### config.mk
export PLATFORM = sky130hd
export DESIGN_NAME = riq_interp
export DESIGN_NICKNAME = d
export VERILOG_FILES = /design/src/riq_pkg.sv /design/src/riq_interp.sv /design/src/riq_user_wdog.sv
export SDC_FILE = /design/constraint.sdc
export NUM_CORES = 1
export LEC_CHECK = 0
export BUFFER_PORTS_ARGS = -buffer_cell sky130_fd_sc_hd__buf_2
export CAP_MARGIN = 15
export CORE_MARGIN = 3
export CORE_UTILIZATION = 45
export DETAILED_ROUTE_END_ITERATION = 12
export GPL_ROUTABILITY_DRIVEN = 1
export PLACE_DENSITY = 0.71
export SLEW_MARGIN = 15
export SYNTH_ARGS = -nofsm -noshare
export SYNTH_HDL_FRONTEND = slang
export SYNTH_SLANG_ARGS = --single-unit
### constraint.sdc
create_clock -name ref_clk -period 3 [get_ports ref_clk]
set_input_delay 0.15 -clock ref_clk [delete_from_list [all_inputs] [get_ports ref_clk]]
set_output_delay 0.15 -clock ref_clk [all_outputs]
set_load 0.005 [all_outputs]
### src/riq_pkg.sv
// Purpose: Shared constants and types for the request and indication queues
// Assumes: 100 MHz ref_clk, byte-wide shared memory
// Notes:   All offsets are 8-bit, segments shift left by five
package riq_pkg;

    // =========================================================
    // Addressing
    localparam int SEG_SHIFT       = 5;        // Segment granularity of 32 bytes
    localparam int ADDR_W          = 13;       // Physical shared-memory address
    localparam int REQ_ENTRY_BYTES = 5;        // Code plus four values
    localparam int IND_ENTRY_BYTES = 3;        // Code plus two values

    // =========================================================
    // Protocol buffer header layout
    localparam int HDR_LEN_BYTE    = 1;        // Data-length byte position
    localparam int HDR_BYTES       = 6;        // Header size before data
    localparam int DATA_MAX        = 244;      // Data 0 up to Data 243

    // =========================================================
    // Request command codes
    localparam logic [7:0] CMD_START       = 8'h10;
    localparam logic [7:0] CMD_STOP        = 8'h11;
    localparam logic [7:0] CMD_READY_TIME  = 8'h12;
    localparam logic [7:0] CMD_LEAVE       = 8'h15;
    localparam logic [7:0] CMD_WATCHDOG    = 8'h20;

    // Watchdog operations in the first value byte
    localparam logic [7:0] WD_OP_RESET     = 8'h00;
    localparam logic [7:0] WD_OP_ENABLE    = 8'h01;
    localparam logic [7:0] WD_OP_DISABLE   = 8'h02;

    // Indication codes
    localparam logic [7:0] IND_STOP_CONF   = 8'h81;
    localparam logic [7:0] IND_WD_EXPIRED  = 8'h84;

    // =========================================================
    // Reset values
    localparam logic [7:0] OFFSET_RST      = 8'h00;
    localparam logic [7:0] READY_TIME_RST  = 8'h00;

    // =========================================================
    // Timing
    localparam int CLK_PERIOD_NS   = 10;
    localparam int WDOG_TIME_US    = 10;       // User watchdog period
    localparam int WDOG_CYCLES     = (WDOG_TIME_US * 1000) / CLK_PERIOD_NS;

    // =========================================================
    // Types
    typedef struct packed {
        logic [7:0] code;
        logic [7:0] v1;
        logic [7:0] v2;
        logic [7:0] v3;
        logic [7:0] v4;
    } riq_req_s;

    typedef struct packed {
        logic [7:0] code;
        logic [7:0] v1;
        logic [7:0] v2;
    } riq_ind_s;

    typedef enum logic [2:0] {
        RIQ_IDLE,
        RIQ_READ,
        RIQ_EXEC,
        RIQ_WAIT_OFF,
        RIQ_WRITE
    } riq_state_e;

endpackage : riq_pkg

### src/riq_interp.sv
// Purpose: Request queue reader, command executor, indication queue writer
// Assumes: Shared memory answers each mem_req with one mem_ack pulse
// Notes:   All control inputs come from logic on ref_clk
//
// How it works
// Buffer header six bytes, data to 243
// Oversize request answered with no resource
// User writes length into buffer headers
// Request entry: code plus four values
// User strobes once per added entry
// Request queue at segment, length n*5
// Device owns request read offset
// User owns request write offset
// Equal offsets empty, one entry spare
// User advances and wraps write offset
// 10h starts link, 11h stops it
// 12h loads ready time from value1
// 15h starts leave-master action
// 20h resets, enables, disables watchdog
// Stop done gives 81h indication
// Confirm only after offline reached
// Watchdog expiry gives 84h indication
// Indication three bytes, raises entry interrupt
// Full queue drops entry, raises full
// User sizes indication queue generously
// Indication queue at segment, length n*3
// Device owns write, user read offset
// Address is segment times 32 plus offset
// Strobe drains pending entries in order
`timescale 1ns/10ps
module riq_interp #(
    parameter int WDOG_CYCLES = riq_pkg::WDOG_CYCLES
) (
    input  wire logic        ref_clk,
    input  wire logic        rst,
    // Request queue setup and user pointer
    input  wire logic [7:0]  request_queue_base,
    input  wire logic [7:0]  request_queue_length,
    input  wire logic [7:0]  request_write_offset,
    input  wire logic        request_write_strobe,
    output logic [7:0]       request_read_offset,
    // Indication queue setup and user pointer
    input  wire logic [7:0]  indication_queue_base,
    input  wire logic [7:0]  indication_queue_length,
    input  wire logic [7:0]  indication_read_offset,
    output logic [7:0]       indication_write_offset,
    output logic             indication_entry_irq,
    output logic             indication_full_irq,
    // Shared memory port
    output logic             mem_req,
    output logic             mem_we,
    output logic [12:0]      mem_addr,
    output logic [7:0]       mem_wdata,
    input  wire logic [7:0]  mem_rdata,
    input  wire logic        mem_ack,
    // Link layer control
    output logic             link_start_cmd,
    output logic             link_stop_cmd,
    input  wire logic        link_offline,
    output logic [7:0]       ready_time,
    output logic             ready_time_update_cmd,
    output logic             leave_master_cmd,
    output logic             user_watchdog_on,
    // Received request length check
    input  wire logic        rx_check,
    input  wire logic [7:0]  rx_net_length,
    input  wire logic [7:0]  rx_buffer_length,
    output logic             rx_no_resource
);
    // =========================================================
    // Elaboration check
    if (WDOG_CYCLES < 2) begin : g_bad
        $error("WDOG_CYCLES too small");
    end

    // =========================================================
    // Helpers
    // segment plus offset
    function automatic logic [12:0] phys_addr(input logic [7:0] seg,
                                              input logic [8:0] off);
        return {seg, 5'b0_0000} + {4'h0, off};
    endfunction : phys_addr

    // Advance an offset by one entry, wrapping at the queue end
    function automatic logic [7:0] step_off(input logic [7:0] off,
                                            input logic [7:0] len,
                                            input logic [7:0] size);
        logic [8:0] s;
        s = {1'b0, off} + {1'b0, size};
        return (s >= {1'b0, len}) ? riq_pkg::OFFSET_RST : s[7:0];
    endfunction : step_off

    // =========================================================
    // State
    riq_pkg::riq_state_e state;             // Interpreter state
    logic [7:0]          req_byte [5];      // Fetched request entry
    logic [2:0]          idx;               // Byte within entry
    logic                kick;              // Strobe seen, drain queue
    logic                stop_pend;         // Stop confirmation due
    logic                wd_pend;           // Expiry indication due
    riq_pkg::riq_ind_s   ind_ent;           // Indication being written
    logic                wd_cmd;            // Watchdog command pulse
    logic                wd_expired;        // Watchdog expiry pulse
    riq_pkg::riq_req_s   req_ent;           // Entry as fields

    localparam logic [7:0] REQ_SZ = 8'(riq_pkg::REQ_ENTRY_BYTES);
    localparam logic [7:0] IND_SZ = 8'(riq_pkg::IND_ENTRY_BYTES);

    // =========================================================
    // Decoding
    // entry field layout
    assign req_ent = {req_byte[0], req_byte[1], req_byte[2], req_byte[3], req_byte[4]};
    // empty when equal
    wire       req_empty  = request_read_offset == request_write_offset;
    // wrap at n*5 length
    wire [7:0] req_next   = step_off(request_read_offset, request_queue_length, REQ_SZ);
    // wrap at n*3 length
    wire [7:0] ind_next   = step_off(indication_write_offset, indication_queue_length,
                                     IND_SZ);
    // one entry spare
    wire       ind_full   = ind_next == indication_read_offset;
    wire       ind_due    = stop_pend || wd_pend;
    wire [7:0] ind_code   = stop_pend ? riq_pkg::IND_STOP_CONF : riq_pkg::IND_WD_EXPIRED;
    wire [7:0] ind_byte   = (idx == 3'd0) ? ind_ent.code :
                            (idx == 3'd1) ? ind_ent.v1 : ind_ent.v2;
    wire [12:0] rd_addr   = phys_addr(request_queue_base,
                                      {1'b0, request_read_offset} + 9'(idx));
    wire [12:0] wr_addr   = phys_addr(indication_queue_base,
                                      {1'b0, indication_write_offset} + 9'(idx));
    wire       in_rd      = state == riq_pkg::RIQ_READ;
    wire       in_wr      = state == riq_pkg::RIQ_WRITE;
    wire       in_exec    = state == riq_pkg::RIQ_EXEC;
    wire       last_rd    = in_rd && mem_ack && mem_req && idx == 3'(REQ_SZ - 8'd1);
    wire       last_wr    = in_wr && mem_ack && mem_req && idx == 3'(IND_SZ - 8'd1);
    wire       drop_ind   = state == riq_pkg::RIQ_IDLE && ind_due && ind_full;
    wire       start_ind  = state == riq_pkg::RIQ_IDLE && ind_due && !ind_full;
    wire       clr_stop   = (last_wr || drop_ind) && stop_pend;
    wire       clr_wd     = (last_wr || drop_ind) && !stop_pend;

    // =========================================================
    // Main state machine
    always_ff @(posedge ref_clk or posedge rst) begin
        if (rst) begin
            state <= riq_pkg::RIQ_IDLE;
        end else begin
            case (state)
                riq_pkg::RIQ_IDLE: begin
                    // Indications first, then requests
                    if (start_ind) begin
                        state <= riq_pkg::RIQ_WRITE;
                    end else if (!ind_due && kick && !req_empty) begin
                        state <= riq_pkg::RIQ_READ;
                    end
                end
                riq_pkg::RIQ_READ: begin
                    if (last_rd) begin
                        state <= riq_pkg::RIQ_EXEC;
                    end
                end
                riq_pkg::RIQ_EXEC: begin
                    // hold until offline
                    if (req_ent.code == riq_pkg::CMD_STOP) begin
                        state <= riq_pkg::RIQ_WAIT_OFF;
                    end else begin
                        state <= riq_pkg::RIQ_IDLE;
                    end
                end
                riq_pkg::RIQ_WAIT_OFF: begin
                    if (link_offline) begin
                        state <= riq_pkg::RIQ_IDLE;
                    end
                end
                riq_pkg::RIQ_WRITE: begin
                    if (last_wr) begin
                        state <= riq_pkg::RIQ_IDLE;
                    end
                end
                default: begin
                    state <= riq_pkg::RIQ_IDLE;
                end
            endcase
        end
    end

    // =========================================================
    // Memory access: request held until ack, one gap cycle between bytes
    always_ff @(posedge ref_clk or posedge rst) begin
        if (rst) begin
            mem_req   <= 1'b0;
            mem_we    <= 1'b0;
            mem_addr  <= 13'h0000;
            mem_wdata <= 8'h00;
            idx       <= 3'd0;
        end else if ((in_rd || in_wr) && !mem_req) begin
            mem_req   <= 1'b1;
            mem_we    <= in_wr;
            mem_addr  <= in_wr ? wr_addr : rd_addr;
            mem_wdata <= in_wr ? ind_byte : 8'h00;
        end else if (mem_req && mem_ack) begin
            mem_req <= 1'b0;
            mem_we  <= 1'b0;
            idx     <= (last_rd || last_wr) ? 3'd0 : idx + 3'd1;
        end
    end

    // Fetched request bytes land by index
    always_ff @(posedge ref_clk or posedge rst) begin
        if (rst) begin
            for (int i = 0; i < 5; i++) begin
                req_byte[i] <= 8'h00;
            end
        end else if (in_rd && mem_req && mem_ack) begin
            req_byte[idx] <= mem_rdata;
        end
    end

    // =========================================================
    // Request read offset and drain flag
    always_ff @(posedge ref_clk or posedge rst) begin
        if (rst) begin
            request_read_offset <= riq_pkg::OFFSET_RST;
            kick                <= 1'b0;
        end else begin
            // advance past entry
            if (in_exec) begin
                request_read_offset <= req_next;
            end
            // strobe wins over clear
            if (request_write_strobe) begin
                kick <= 1'b1;
            end else if (state == riq_pkg::RIQ_IDLE && !ind_due && req_empty) begin
                kick <= 1'b0;
            end
        end
    end

    // =========================================================
    // Command execution
    always_ff @(posedge ref_clk or posedge rst) begin
        if (rst) begin
            link_start_cmd        <= 1'b0;
            link_stop_cmd         <= 1'b0;
            ready_time            <= riq_pkg::READY_TIME_RST;
            ready_time_update_cmd <= 1'b0;
            leave_master_cmd      <= 1'b0;
            wd_cmd                <= 1'b0;
        end else begin
            // start and stop
            link_start_cmd        <= in_exec && req_ent.code == riq_pkg::CMD_START;
            link_stop_cmd         <= in_exec && req_ent.code == riq_pkg::CMD_STOP;
            // leave master
            leave_master_cmd      <= in_exec && req_ent.code == riq_pkg::CMD_LEAVE;
            // watchdog control
            wd_cmd                <= in_exec && req_ent.code == riq_pkg::CMD_WATCHDOG;
            ready_time_update_cmd <= in_exec && req_ent.code == riq_pkg::CMD_READY_TIME;
            // ready time load
            if (in_exec && req_ent.code == riq_pkg::CMD_READY_TIME) begin
                ready_time <= req_ent.v1;
            end
        end
    end

    // User watchdog timer
    riq_user_wdog #(
        .CYCLES (WDOG_CYCLES)
    ) u_wdog (
        .ref_clk   (ref_clk),
        .rst       (rst),
        .cmd_valid (wd_cmd),
        .cmd_op    (req_ent.v1),
        .enabled   (user_watchdog_on),
        .expired   (wd_expired)
    );

    // =========================================================
    // Pending indications, a new event wins over its clear
    always_ff @(posedge ref_clk or posedge rst) begin
        if (rst) begin
            stop_pend <= 1'b0;
            wd_pend   <= 1'b0;
        end else begin
            // stop confirmation
            stop_pend <= (state == riq_pkg::RIQ_WAIT_OFF && link_offline)
                         || (stop_pend && !clr_stop);
            // expiry indication
            wd_pend   <= wd_expired || (wd_pend && !clr_wd);
        end
    end

    // =========================================================
    // Indication write offset and interrupts
    always_ff @(posedge ref_clk or posedge rst) begin
        if (rst) begin
            indication_write_offset <= riq_pkg::OFFSET_RST;
            indication_entry_irq    <= 1'b0;
            indication_full_irq     <= 1'b0;
            ind_ent                 <= '0;
        end else begin
            if (start_ind) begin
                ind_ent <= '{code: ind_code, v1: 8'h00, v2: 8'h00};
            end
            // entry written
            if (last_wr) begin
                indication_write_offset <= ind_next;
            end
            indication_entry_irq <= last_wr;
            // drop when full
            indication_full_irq  <= drop_ind;
        end
    end

    // =========================================================
    // data field length check
    always_ff @(posedge ref_clk or posedge rst) begin
        if (rst) begin
            rx_no_resource <= 1'b0;
        end else begin
            rx_no_resource <= rx_check && (rx_net_length > rx_buffer_length);
        end
    end
endmodule : riq_interp

### src/riq_user_wdog.sv
// Purpose: User watchdog timer steered by queued commands
// Assumes: One command pulse at a time from the interpreter
// Notes:   Holds after expiry until reset or enable arrives
`timescale 1ns/10ps
module riq_user_wdog #(
    parameter int CYCLES = riq_pkg::WDOG_CYCLES
) (
    input  wire logic       ref_clk,
    input  wire logic       rst,
    input  wire logic       cmd_valid,
    input  wire logic [7:0] cmd_op,
    output logic            enabled,
    output logic            expired
);
    // =========================================================
    // Elaboration check
    if (CYCLES < 2 || CYCLES > 65535) begin : g_bad
        $error("watchdog period out of range");
    end

    logic [15:0] count;                     // Cycles since last reset
    logic        done;                      // Expiry already reported
    wire         op_reset  = cmd_valid && cmd_op == riq_pkg::WD_OP_RESET;
    wire         op_enable = cmd_valid && cmd_op == riq_pkg::WD_OP_ENABLE;
    wire         op_off    = cmd_valid && cmd_op == riq_pkg::WD_OP_DISABLE;
    wire         at_end    = count == 16'(CYCLES - 1);

    // =========================================================
    // Timer
    // reset enable disable
    always_ff @(posedge ref_clk or posedge rst) begin
        if (rst) begin
            enabled <= 1'b0;
            count   <= 16'h0000;
            done    <= 1'b0;
            expired <= 1'b0;
        end else begin
            expired <= 1'b0;
            if (op_off) begin
                enabled <= 1'b0;
            end else if (op_enable) begin
                enabled <= 1'b1;
            end
            if (op_reset || op_enable) begin
                count <= 16'h0000;
                done  <= 1'b0;
            end else if (enabled && !done) begin
                // expiry pulse
                if (at_end) begin
                    expired <= 1'b1;
                    done    <= 1'b1;
                end else begin
                    count <= count + 16'h0001;
                end
            end
        end
    end
endmodule : riq_user_wdog

==> Word-level counts from Yosys, hierarchy flattened <==
Index checks and enable logic that the tools add are counted.
{ "classes": {"bitwise_logic": 2, "reduce_logical": 60, "add_sub_neg": 8, "muxes": 33, "n_eq_ne": 21, "magnitude_cmp": 5} }
{ "op_table": {"columns": ["op", "count"], "rows": [
  ["$mux 16", 3],
  ["$bwmux 40", 1],
  ["$mux 8", 5],
  ["$logic_and 1x1->1", 33],
  ["$eq 8x5->1 const B", 4],
  ["$add 13x9->13", 2],
  ["$demux 8 s3", 1],
  ["$mux 3", 7],
  ["$add 8x3->9", 2],
  ["$ge 9x8->1", 2],
  ["$add 16x1->16 const B", 1],
  ["$eq 16x10->1 const B", 1],
  ["$eq 8x8->1", 2],
  ["$pmux 3 s5", 1],
  ["$mux 1", 13],
  ["$mux 13", 1],
  ["$reduce_bool 2->1", 5],
  ["$add 8x2->9 const B", 1],
  ["$add 8x3->9 const B", 1],
  ["$eq 3x2->1 const B", 3],
  ["$eq 8x1->1 const B", 1],
  ["$eq 8x2->1 const B", 1],
  ["$eq 8x6->1 const B", 1],
  ["$gt 8x8->1", 1],
  ["17 further kinds", 36]
]} }
{ "totals": {"reg_bits": 131} }

==> Logic depth before layout (Yosys ltp) <==
Gate-level depths: netlist of run 1.
{ "logic_depth": {"word_depth": 10, "ltp_mapped": 13, "ltp_nobuf": 13} }

==> Hierarchy <==
Synthesis of run 1 repeated with hierarchy kept, for this count alone.
{ "unflattened": {"hier_cells": 665, "hier_area_um2": 6170.9} }
{ "by_module_without_submodules": {"columns": ["mod", "instances", "area_each_um2", "cells_each"], "rows": [
  ["riq_interp", 1, 5131.2, 554],
  ["riq_user_wdog", 1, 1039.7, 111]
]} }

==> Worst setup path after synthesis of run 1 <==
No wires, ideal clock.
{ "synth_timing": {"kind": "reg2reg", "from": "register indication_write_offset[0]", "to": "register ind_ent[16] (netlist bit)", "path_buffers": 0, "path_stages_with_launch": 14, "setup_slack_ns": -0.063, "t_arrival_ns": 2.938, "setup_time_ns": 0.125, "cell_sequence": "dfrtp_1 -> inv_1 -> ha_1 -> inv_1 -> nand2_2 -> xnor2_4 -> ha_1 -> a211oi_1 -> o21ai_2 -> a21o_1 -> o21ai_0 -> a32oi_1 -> a31oi_1 -> mux2_2"} }
{ "synth_via": {"elab_chain_len": 6} }
{ "synth_rtl": {"columns": ["item", "line", "text"], "rows": [
  ["start, declared", "riq_interp.sv:46", "output logic [7:0] indication_write_offset,"],
  ["start signal, assigned", "riq_interp.sv:294", "indication_write_offset <= riq_pkg::OFFSET_RST;"],
  ["start signal, assigned", "riq_interp.sv:304", "indication_write_offset <= ind_next;"],
  ["$add 8x2->9 *", "riq_interp.sv:89", "s = {1'b0, off} + {1'b0, size};"],
  ["$ge 9x8->1", "riq_interp.sv:90", "return (s >= {1'b0, len}) ? riq_pkg::OFFSET_RST : s[7:0];"],
  ["$mux 8 *", "riq_interp.sv:90", null],
  ["$eq 8x8->1 *", "riq_interp.sv:121", "wire ind_full = ind_next == indication_read_offset;"],
  ["$logic_not 1->1 *", "riq_interp.sv:136", "wire start_ind = state == riq_pkg::RIQ_IDLE && ind_due && !ind_full;"],
  ["$logic_and 1x1->1 *", "riq_interp.sv:136", null],
  ["end signal, assigned", "riq_interp.sv:300", "ind_ent <= '{code: ind_code, v1: 8'h00, v2: 8'h00};"],
  ["end, declared", "riq_interp.sv:101", "riq_pkg::riq_ind_s ind_ent;"]
]} }
Mark *: on every way between the ends. The rest lies on a longest branch, timed or not.
A chain may end at the register's enable or synchronous reset.

==> Worst setup path after layout of run 1 <==
{ "layout_timing": {"from": "register indication_write_offset[1]", "to": "register wd_pend"} }
{ "layout_via": {"elab_chain_len": 10} }
{ "layout_rtl": {"columns": ["item", "line", "text"], "rows": [
  ["$add 8x2->9 *", "riq_interp.sv:89", null],
  ["$ge 9x8->1", "riq_interp.sv:90", null],
  ["$mux 8 *", "riq_interp.sv:90", null],
  ["$eq 8x8->1 *", "riq_interp.sv:121", null],
  ["$logic_and 1x1->1 *", "riq_interp.sv:135", "wire drop_ind = state == riq_pkg::RIQ_IDLE && ind_due && ind_full;"],
  ["$logic_or 1x1->1 *", "riq_interp.sv:138", "wire clr_wd = (last_wr || drop_ind) && !stop_pend;"],
  ["$logic_and 1x1->1 *", "riq_interp.sv:138", null],
  ["$logic_not 1->1 *", "riq_interp.sv:286", "wd_pend <= wd_expired || (wd_pend && !clr_wd);"],
  ["$logic_and 1x1->1 *", "riq_interp.sv:286", null],
  ["$logic_or 1x1->1 *", "riq_interp.sv:286", null],
  ["end signal, assigned", "riq_interp.sv:286", null],
  ["end, declared", "riq_interp.sv:100", "logic wd_pend;"]
]} }
Marks and branches as above.

==> results of run 1 <==
==> worst min-delay path, stage by stage <==
cell and delay (ns):
buf_2 0.09, nand2_1 0.05, o21ai_0 0.07
==> power by group <==
part	switching (mW)	leakage, nW	internal, mW
Clock	0.547	0.158	0.689
Sequential	0.327	1.27	1.64
Combinational	1.25	2.43	1.13
Total	2.12	3.86	3.46
==> cell families after synthesis <==
group           share of synthesized area (%)
buf+inv                                 4.485
flops                                   40.28
simple gates                            17.48
other cells                           0.06223
compound gates                          14.37
xor+xnor                                8.576
fa+ha+maj                               9.385
mux                                     5.357
==> flip-flops by register name, summed over array words and instances (netlist names), 3 cells and up <==
| signal | cells |
|---|---|
| idx | 3 |
| ind_ent | 3 |
| indication_write_offset | 8 |
| mem_addr | 13 |
| mem_wdata | 3 |
| ready_time | 8 |
| req_byte | 16 |
| request_read_offset | 8 |
| state | 3 |
| u_wdog.count | 16 |
==> per-layer routing <==
metal	up-vias	share of wire, %	track usage, %	routed length [um]
li1	2481	-	-	-
met1	2454	44	25.59	6548
met2	156	48	34.58	7099
met3	22	6.3	4.968	932
met4	0	1.9	6.933	280
met5	-	0	0	0
==> worst max-delay path by stage <==
stage,end,slack [ns],cells after the start
global route,wd_pend$_DFF_PP0_,-0.15,13
finish,wd_pend$_DFF_PP0_,-0.02,13
floorplan,wd_pend$_DFF_PP0_,0.02,13
CTS,wd_pend$_DFF_PP0_,-0.03,12
global placement,wd_pend$_DFF_PP0_,-0.07,13
detailed placement,wd_pend$_DFF_PP0_,-0.21,13
==> placed cells by master (no fill, tap or decap), types with 4 or more instances in the layout <==
master / n
o21ai_0: 39
xor2_1: 25
nand2b_1: 9
ha_1: 37
buf_4: 34
o31ai_1: 4
clkbuf_16: 9
dfrtp_1: 94
nand3_1: 26
mux2_2: 26
buf_2: 127
o21a_1: 5
inv_1: 39
a21o_1: 13
conb_1: 5
a22o_1: 8
nand4_1: 12
and2_1: 4
nand2_1: 63
nor3_1: 13
xnor2_1: 26
and3_1: 8
or3_1: 4
nor2_1: 38
a21oi_1: 13
nor2b_1: 7
==> area by class of cell <==
cell class / count / area (um2)
clock buffer: 10 / 239.0
clock inverter: 6 / 78.83
fill: 1139 / 5313
inverter: 43 / 166.4
multi-input combinational: 463 / 3491
sequential: 97 / 2431
tap: 172 / 215.2
timing repair buffer: 165 / 942.2
==> timing repair <==
item / CTS / global route
setup endpoints to repair: 6 / 8
gates cloned: 0 / 0
pin swaps: 11 / 13
hold buffers: 2 / 0
setup buffers: 1 / 3
resized for setup: 11 / 18
hold endpoints to repair: 35 / 0
==> metrics list, run 1 <==
- In this run the count of I/O pins placed on the die edge is 133.
* Startpoint kind of the worst setup timing path: flop
* Total congestion overflow: 0
* Clock skew after layout: 0.01201 ns
- Setup repair after global routing could not meet its margin everywhere.
* Top cells by area, synth: dfrtp_1, ha_1, mux2_2
- In this run the worst path has a maximum fanout of 4.
- Maximum VDD drop: 0.0003815 V
- The routed layout has 5113 vias.
- Number of input and output port buffers inserted: 127
- Headroom to the max-slew limit came out at 56.14%.
* Setup slack of the most critical reg-to-reg path: -0.02 ns
- The synthesized netlist occupies a cell area of 6026 um2.
* Static leakage: 3.857 nW
- The tool flagged a number of max-cap violations equal to 0.
- Endpoint class of the critical path: flop
- Number of setup violations in the final report: 1
- The critical path goes through buf_6 > buf_4 > o21ai_4 > xnor2_2 > ha_2 > o21a_1 > o21ai_2 > o21ai_4 > a211oi_4 > a21oi_2 > o311ai_4 > nand4b_1 > a221o_1.
* Buffering stage count on the worst path with inverters included: 2
- For this configuration, the core starts out at a cell density of 46.80%.
* Critical path data arrival time: 3.25 ns
- The repair_antennas step left the layout with diodes totalling 0.
* Syn avg cell area: 9.703 um2
- Of all cell types, the one taking the most synthesized area is dfrtp_1.
* Required @ worst endpoint: 3.23 ns
* Share of Yosys cell area claimed by the top area cell type: 40.28%
* Count of state elements after synthesis: 97
- For this run, the number of standard cells in the final layout without fillers is 956.
* Share of final-layout standard cells stronger than drive strength 1: 32.14%
- Worst hold path depth: 3
* Die Span X: 121.7 um
- The final hold violation count was 0.
- For this run, design rule violations remaining after detail routing come to 0.
* Full die area: 14810 um2
- Fraction of the yosys area taken by sequential cells: 40.28%
* Most frequent cell after synthesis: dfrtp_1
- The floorplan has 41 rows.
- Hold Crit Start: mem_rdata[2]
* Number of enable-type register cells in the synthesized netlist: 0
- Kind of path behind the tightest hold check: primary input to flop
* RR Endpoint: wd_pend$_DFF_PP0_
- Cells fill 58.74% of the core in the end.
- Tcrit/Tclk final: 100.7%
- Buffers from clock root to sink, at most: 2
- The checks that failed: negative setup slack.
- Worst Max-Slew Pin Slew: 0.6580 ns
- Total half-perimeter wirelength after legalization and detailed placement: 11.39 mm
- Sum of negative setup slack: -0.02085 ns
- Power Density: 737.4 nW/um2
- Tracing the worst setup path back leads to its startpoint at indication_write_offset[1]$_DFFE_PP0P_.
- Most used standard cells in the synthesized netlist: dfrtp_1, nand2_1, ha_1, inv_1, o21ai_0
* Final critical-path required period: 3.021 ns
- Number of vias per cell after detailed routing: 5.348
- Dividing the detail-routed wire length by the instance count gives 15.54 um.
- Measured in cells, the most critical reg-to-reg path has a length of 13.
- First-pass GRT wire length: 23.99 mm
- The slowest stage of the critical path is the dfrtp_1 cell.
- Number of cells produced by synthesis: 621
* Clk sinks: 97
- The run finished, with violations left.
- Family with the most delay on the worst path: compound AO/OA/AOI/OAI gates
- Crit path largest cell delay: 0.39 ns
- For the worst-skew pair, the clock arrives at the later sink with an insertion delay of 0.36 ns.
- Compared with the post-synthesis result, the final layout area differs by 25.52%.
- Endpoint, Worst Hold: req_byte[34]$_DFFE_PP0P_
- The routed design has 14.86 mm of wire.
* Overall die height: 121.7 um
- The tree is rooted in a clkbuf_16.
- The initial antenna violation count came to 0.
* Vias in the first global route: 5101
* Number of nets in the layout: 901
- Cell total after placement: 934
- Total routing usage reported by global routing: 20.40%
* Count of synthesis-stage warnings from yosys: 0
* Pre-CTS setup slack: -0.2062 ns
- In the post-route analysis, the smallest setup slack over all paths is -0.02085 ns.
- The number of different library cells used by synthesis comes to 71.
* Most used cell, CP: o21ai_4
- Cts bufs inserted: 9
* Primary flip-flop cell chosen by synthesis mapping: dfrtp_1
- For this run, the top clock speed supported by timing is 331.0 MHz.
- The detailed router finished its first iteration with 244 violations.
* Core area: 12880 um2
- At the end of routability-driven placement, the weighted congestion stood at 0.8489.
- Number of iterations in the first detailed-routing pass: 5
- Hold timing on the final database bottoms out at a slack of 0.03785 ns.
- Final design instance area without fill: 7564 um2
- The clock tree synthesis step divided the H-tree into 3 levels.
- Post-synthesis async set-or-reset flop share: 100.0%
- TritonCTS built the clock tree.
- In this run the cell area measured after placement is 7046 um2.
- After layout, the design draws a total of 5.577 mW.
- The worst register-to-register path begins at indication_write_offset[1]$_DFFE_PP0P_.
- Worst Path Class, Setup: flop to flop
- Maximum number of pins on one net before global-route repair: 64
* Final antenna-violating net count: 0
- Clock transition at the registers of the reported paths: 0.07 ns
* Final max-slew violation count: 0
Power figures use the tool's default switching activity.
==> inputs of run 2 (changes only) <==
- RECOVER_POWER: not set -> 100
==> metrics list, run 2 (synthesis results as in run 1) <==
* Result of the run: finished, violations left (unchanged)
* Violations in the final reports: max-capacitance violations, max-slew violations, negative setup slack (was negative setup slack)
- The setup slack on the worst flop-to-flop path is -0.02 ns (about the same).
* Power Density: 738.9 nW/um2 (was 737.4 nW/um2)
- Total routing usage reported by global routing: 20.40% (unchanged)
- Full die area: 14810 um2 (unchanged)
- The die extent in y came to 121.7 um (unchanged).
* Buffers from clock root to sink, at most: 2 (unchanged)
- Worst hold path depth: 3 (unchanged)
- Final weighted congestion in routability-driven placement: 0.8489 (unchanged)
- Final Hold Fails: 0 (unchanged)
* Maximum number of pins on one net before global-route repair: 64 (unchanged)
- The start-to-end type of the worst setup path was flop to flop (unchanged).
- The number of nets in the layout is 901 (unchanged).
- Share of final-layout standard cells stronger than drive strength 1: 29.85% (was 32.14%)
* Maximum clock frequency: 330.6 MHz (was 331.0 MHz)
- DRC marker count from the first detailed-route iteration: 261 (was 244)
* Combinational share of power: 42.5% (was 42.6%)
* RSZ-0062 raised after global routing: true (unchanged)
* Final antenna-violating net count: 0 (unchanged)
- RR Endpoint: wd_pend$_DFF_PP0_ (unchanged)
- The placeable core region is 12880 um2 (unchanged).
* Number of vias per cell after detailed routing: 5.337 (was 5.348)
- The final worst-path cycle share came to 100.8% (was 100.7%).
- The width of the die came to 121.7 um (unchanged).
* Synthesis-to-layout area growth: 24.88% (was 25.52%)
* Post-layout util: 58.44% (was 58.74%)
- Sequential fraction of design power: 35.3% (about the same)
* Total half-perimeter wirelength after legalization and detailed placement: 11.39 mm (unchanged)
- Number of setup violations in the final report: 1 (unchanged)
* Setup WS post-layout: -0.02472 ns (was -0.02085 ns)
* Maximum VDD drop: 0.0003834 V (was 0.0003815 V)
- Leading cell types in the layout, fill and taps excluded: buf_2, dfrtp_1, nand2_1, o21ai_0, inv_1 (unchanged).
* Effective utilization at floorplan: 46.80% (unchanged)
- Critical path data arrival time: 3.26 ns (was 3.25 ns)
- The CTS buffer count was 9 (unchanged).
- Cell Rows: 41 (unchanged)
* Max-cap violations: 1 (was 0)
- Total congestion overflow: 0 (unchanged)
- First-pass GRT wire length: 23.99 mm (unchanged)
- Hold Crit Start: mem_rdata[2] (unchanged)
- The max-slew violation total from the final report was 36 (was 0).
* Clock H-tree levels: 3 (unchanged)
- Final critical-path required period: 3.025 ns (was 3.021 ns)
- Worst Max-Slew Pin Slew: 1.532 ns (was 0.6580 ns)
- The length of the first detailed-routing pass in iterations was 4 (was 5).
* Drt wl/cell: 15.63 um (was 15.54 um)
* Highest net fanout along the worst path: 4 (unchanged)
- Worst Reg2Reg Path Length in Cells: 13 (unchanged)
- The cell-internal power was 3.442 mW (was 3.457 mW).
* Antenna violations before repair: 0 (unchanged)
- Cell total after placement: 934 (unchanged)
- Startpoint kind of the worst setup timing path: flop (unchanged)
- The leakage power figure is 3.778 nW (was 3.857 nW).
- Vias in the first global route: 5101 (unchanged)
* Endpoint class of the critical path: flop (unchanged)
- The total via count in the routed design was 5102 (was 5113).
- Clk sinks: 97 (unchanged)
- The buffer cell driving the clock tree root is clkbuf_16 (unchanged).
- The net switching component of the power was 2.118 mW (was 2.120 mW).
- Final cell count without fillers: 956 (unchanged)
* Insertion delay to the later sink of the worst-skew pair: 0.35 ns (was 0.36 ns)
- Number of input and output port buffers inserted: 127 (unchanged)
* Kind of path behind the tightest hold check: primary input to flop (unchanged)
* Clock transition at the registers of the reported paths: 0.07 ns (about the same)
- The headroom to the max-slew limit was -2.677% (was 56.14%).
- WL final: 14.94 mm (was 14.86 mm)
- Commonest non-fill, non-tap cell in the layout: buf_2 (unchanged)
* Number of placed I/O pins: 133 (unchanged)
- Endpoint, Worst Hold: req_byte[34]$_DFFE_PP0P_ (unchanged)
* DRC violations left: 0 (unchanged)
- The required time reported for the critical path endpoint is 3.23 ns (about the same).
* Largest registers: req_byte (16), u_wdog.count (16), mem_addr (13) (unchanged)
* Clock skew after layout: 0.009765 ns (was 0.01201 ns)
- The switching fraction of total power is 38.09% (was 38.01%).
- The launch point of the worst reg-to-reg path is indication_write_offset[1]$_DFFE_PP0P_ (unchanged).
- Clk network pwr share: 22.2% (about the same)
- Antenna diodes: 0 (unchanged)
- Clock tree from TritonCTS: done (unchanged)
- The sum of internal, switching and leakage power was 5.560 mW (was 5.577 mW).
## run 2: cell count changes in the layout (fill, tap and decap cells not counted), sizes merged
cell,before,now
clkbuf,10,28
buf,163,145
clkinvlp,0,1
inv,47,46
## run 2: metal layers
layer	share of wire, %	global-route usage, %	vias to the layer above	wire [um]
met2	48	34.58	146	7137
met4	1.8	6.933	0	272
met5	0	0	-	0
li1	-	-	2483	-
met3	6.3	4.968	20	937
met1	44	25.59	2453	6596
## run 2: through the flow
stage | hold WS [ns] | setup TNS, ns | setup slack (ns) | cell area, um2
6_report | 0.03939 | -0.02472 | -0.02472 | 7525
5_1_grt | 0.03239 | -0.5829 | -0.1521 | 7525
4_1_cts | 0.03034 | -0.03368 | -0.03368 | 7450
3_5_place_dp | 0.2028 | -0.7719 | -0.2062 | 7046
3_3_place_gp | 0.1986 | -0.1186 | -0.07047 | 7046
2_1_floorplan | 0.2528 | 0 | 0.01624 | 6048
## run 2: power groups by stage
stage               Combinational, mW  Sequential, mW  Clock (mW)
floorplan                        1.49            1.91           0
global placement                 2.16            1.96           0
detailed placement               2.23            1.98           0
CTS                              2.29            1.96        1.26
global route                     2.65            2.01        1.32
finish                           2.36            1.97        1.23
## run 2: worst max-delay path by stage
| stage | cells past startpoint | endpoint | start | slack (ns) |
|---|---|---|---|---|
| 6_report | 13 | wd_pend$_DFF_PP0_ | indication_write_offset[1]$_DFFE_PP0P_ | -0.02 |
| 5_1_grt | 13 | wd_pend$_DFF_PP0_ | indication_write_offset[1]$_DFFE_PP0P_ | -0.15 |
| 4_1_cts | 12 | wd_pend$_DFF_PP0_ | indication_write_offset[1]$_DFFE_PP0P_ | -0.03 |
| 3_5_place_dp | 13 | wd_pend$_DFF_PP0_ | indication_write_offset[0]$_DFFE_PP0P_ | -0.21 |
| 3_3_place_gp | 13 | wd_pend$_DFF_PP0_ | indication_write_offset[0]$_DFFE_PP0P_ | -0.07 |
| 2_1_floorplan | 13 | wd_pend$_DFF_PP0_ | indication_write_offset[1]$_DFFE_PP0P_ | 0.02 |
## run 2: layout make-up
| class | count | area (um2) |
|---|---|---|
| timing repair buffer | 165 | 905.9 |
| multi-input combinational | 463 | 3491 |
| sequential | 97 | 2430 |
| fill | 1149 | 5351 |
| clock inverter | 6 | 78.83 |
| clock buffer | 10 | 239.0 |
| tap | 172 | 215.2 |
| inverter | 43 | 165.2 |
## run 2: repair_timing
item / 4_1_cts / 5_1_grt
buffers inserted: 1 / 3
hold buffers: 2 / 0
resized for setup: 11 / 18
gates cloned: 0 / 0
pin swaps: 11 / 13
endpoints found under the setup margin: 6 / 8
hold endpoints to repair: 35 / 0
## run 2: critical path, stage by stage, from the launching register on
cell and delay [ns]:
dfrtp_1 0.39, buf_6 0.13, buf_4 0.15, o21ai_4 0.16, xnor2_2 0.15, ha_2 0.31, o21a_1 0.11, o21ai_2 0.17
o21ai_4 0.10, a211oi_4 0.28, a21oi_2 0.10, o311ai_4 0.32, nand4b_1 0.20, a221o_1 0.33
==> inputs of run 3 (changes only) <==
- CELL_PAD_IN_SITES_DETAIL_PLACEMENT: not set -> 1
- CELL_PAD_IN_SITES_GLOBAL_PLACEMENT: not set -> 1
- CORE_UTILIZATION: 45 -> 38
- PLACE_DENSITY: 0.71 -> not set
- PLACE_DENSITY_LB_ADDON: not set -> 0.1
- REMOVE_ABC_BUFFERS: not set -> 1
==> metrics list, run 3 (synthesis results as in run 1) <==
- Synthesis-to-layout area growth: 28.22% (was 24.88%)
* Maximum number of pins on one net before global-route repair: 56 (was 64)
- Effective utilization at floorplan: 39.20% (was 46.80%)
* Library cell used as clock root buffer: clkbuf_16 (unchanged)
* Total half-perimeter wirelength after legalization and detailed placement: 13.81 mm (was 11.39 mm)
- The met2 routing resource usage after global routing came to 34.29% (was 34.58%).
- The post-detailed-route wirelength per cell was 17.83 um (was 15.63 um).
- The TritonCTS clock tree is done (unchanged).
- Full die area: 17400 um2 (was 14810 um2)
- Max-cap violations: 1 (unchanged)
- Kind of path behind the tightest hold check: primary input to flop (unchanged)
- Sequential cell area in the final layout: 2431 um2 (was 2430 um2)
* Required @ worst endpoint: 3.24 ns (was 3.23 ns)
* Final antenna-violating net count: 0 (unchanged)
* Endpoint class of the critical path: flop (unchanged)
* Clk sinks: 97 (unchanged)
- Relative slew margins: -16.62% (was -2.677%)
- The multi-input gate area in the final layout was 3525 um2 (was 3491 um2).
- Number of vias per cell after detailed routing: 5.193 (was 5.337)
- Worst Path Class, Setup: flop to flop (unchanged)
- The met1 global-route usage is 26.80% (was 25.59%).
* Worst Max-Slew Pin Slew: 1.749 ns (was 1.532 ns)
- The site row count was 45 (was 41).
* Result of the run: finished, violations left (unchanged)
- The first-pass GRT wire length is 29.01 mm (was 23.99 mm).
- RSZ-0062 raised after global routing: true (unchanged)
- Cell total after placement: 977 (was 934)
- The count of buffers inserted at the top-level ports came to 127 (unchanged).
- Static leakage: 3.878 nW (was 3.778 nW)
- Share of final-layout standard cells stronger than drive strength 1: 31.14% (was 29.85%)
- Critical path data arrival time: 3.33 ns (was 3.26 ns)
* Clock H-tree levels: 3 (unchanged)
* Violations in the final reports: max-capacitance violations, max-slew violations, negative setup slack (unchanged)
- The total via count in the routed design was 5281 (was 5102).
- Antenna violations before repair: 0 (unchanged)
* Core area: 15370 um2 (was 12880 um2)
* Final weighted congestion in routability-driven placement: 0.8869 (was 0.8489)
- The worst-case clock skew came to 0.004690 ns (was 0.009765 ns).
- The global routing met3 resource utilization is 3.435% (was 4.968%).
- The sum of internal, switching and leakage power came to 5.580 mW (was 5.560 mW).
* Power Density: 722.2 nW/um2 (was 738.9 nW/um2)
* Leading cell types in the layout, fill and taps excluded: buf_2, dfrtp_1, nand2_1, buf_4, inv_1 (was buf_2, dfrtp_1, nand2_1, o21ai_0, inv_1)
* Final hold slack: 0.02373 ns (was 0.03939 ns)
* Antenna diodes: 0 (unchanged)
- The total of endpoints with negative setup slack in the final report is 5 (was 1).
* Die Span X: 131.9 um (was 121.7 um)
- Highest net fanout along the worst path: 5 (was 4)
* DRC violations left: 0 (unchanged)
* Final cell count without fillers: 1017 (was 956)
* Maximum clock frequency: 323.9 MHz (was 330.6 MHz)
- Total routing usage reported by global routing: 20.60% (was 20.40%)
- The clock input transition at the sequential cells of the worst setup and hold paths is 0.07 ns (about the same).
- The least setup slack across all paths after layout came to -0.08736 ns (was -0.02472 ns).
- The number of nets in the layout is 923 (was 901).
- Final max-slew violation count: 44 (was 36)
- CP max-delay cell: dfrtp_1 (unchanged)
- Tcrit/Tclk final: 102.9% (was 100.8%)
- Number of placed I/O pins: 133 (unchanged)
* Vias in the first global route: 5611 (was 5101)
- Most congested layer reported by global routing: met2 (unchanged)
* Total congestion overflow: 0 (unchanged)
- The filler cell count came to 1796 (was 1149).
- The violation count after the first detailed-routing iteration is 156 (was 261).
- Final critical-path required period: 3.087 ns (was 3.025 ns)
* Startpoint kind of the worst setup timing path: flop (unchanged)
- Overall die height: 131.9 um (was 121.7 um)
- The maximum ir drop on the vdd rail was 0.0002993 V (was 0.0003834 V).
- The number of buffers between clock root and the deepest sink was 2 (unchanged).
- Number of iterations in the first detailed-routing pass: 4 (unchanged)
* Crit path largest cell delay: 0.40 ns (was 0.39 ns)
* Largest registers: req_byte (16), u_wdog.count (16), mem_addr (13) (unchanged)
- Commonest non-fill, non-tap cell in the layout: buf_2 (unchanged)
* Cts bufs inserted: 9 (unchanged)
* WL final: 18.13 mm (was 14.94 mm)
- The clock latency at the later pin of the worst-skew pair was 0.35 ns (about the same).
- Final Hold Fails: 0 (unchanged)
- Cell Chain, Critical Path: buf_6 > buf_4 > o21ai_4 > xnor2_2 > ha_4 > o21a_1 > o21ai_2 > o21ai_4 > a211oi_2 > a21oi_2 > o311ai_2 > buf_4 > a31oi_4 > mux2_4 (was buf_6 > buf_4 > o21ai_4 > xnor2_2 > ha_2 > o21a_1 > o21ai_2 > o21ai_4 > a211oi_4 > a21oi_2 > o311ai_4 > nand4b_1 > a221o_1).
run 3: cell types whose count changed in the layout (fill, tap and decap cells not counted), sizes merged:
cell,previous run,this run
clkbuf,28,34
buf,145,162
clkinvlp,1,2
dlygate4sd3,2,1
bufinv,1,0
run 3: cell type report:
class / count / area share [%]
clock buffers: 10 / 3.093
clock inverters: 6 / 0.6316
inverters: 43 / 2.121
multi-input cells: 463 / 45.62
flip-flops and latches: 97 / 31.47
well taps: 211 / 3.417
repair buffers: 187 / 13.65
run 3: what timing repair did:
action | CTS | global route
gates resized for setup | 20 | 25
buffers inserted | 10 | 13
pin swaps | 15 | 23
setup endpoints to repair | 7 | 13
hold buffers | 1 | 0
hold endpoints to repair | 42 | 0
run 3: critical path, delay by kind of cell (launching register included):
| family | cells | cell delay (ns) |
|---|---|---|
| xor gates and xnor gates | 1 | 0.16 |
| buffers and inverters | 3 | 0.48 |
| muxes | 1 | 0.31 |
| AOI/OAI and AO/OA | 8 | 1.38 |
| adders and majority gates | 1 | 0.24 |
| DFF | 1 | 0.40 |
run 3: layer usage:
metal  routed length (um)  vias up
met5                    0        -
met4                  433        0
met3                  672       28
met2                 8857      122
met1                 8167     2595
li1                     -     2536
run 3: final timing paths:
check,startpoint,to,slack [ns],cells after the start
max in group asynchronous,rst,state[1]$_DFFE_PP0P_,0.42,4
max,indication_write_offset[0]$_DFFE_PP0P_,ind_ent[16]$_DFFE_PP0P_,-0.09,14
max reg2reg,indication_write_offset[0]$_DFFE_PP0P_,ind_ent[16]$_DFFE_PP0P_,-0.09,14
min,rx_check,rx_no_resource$_DFF_PP0_,0.02,2
min in group asynchronous,rst,request_read_offset[2]$_DFFE_PP0P_,0.88,3
min reg2reg,u_wdog.expired$_DFF_PP0_,wd_pend$_DFF_PP0_,0.47,1
run 3: power by group:
group	total (mW)	switching, mW	internal (mW)
logic	2.47	1.33	1.14
clock network	1.14	0.540	0.596
registers	1.97	0.336	1.64
total	5.58	2.20	3.38
run 3: per-stage QoR:
stage	TNS, ns	util (%)	cell area, um2	setup slack, ns
floorplan	-0.07127	-	5932	-0.06310
global placement	-0.02676	46.30	7117	-0.01530
detailed placement	-0.8147	46.30	7117	-0.1639
CTS	-0.02434	49.38	7590	-0.02434
global route	-5.217	50.26	7726	-0.2229
finish	-0.3086	50.26	7726	-0.08736
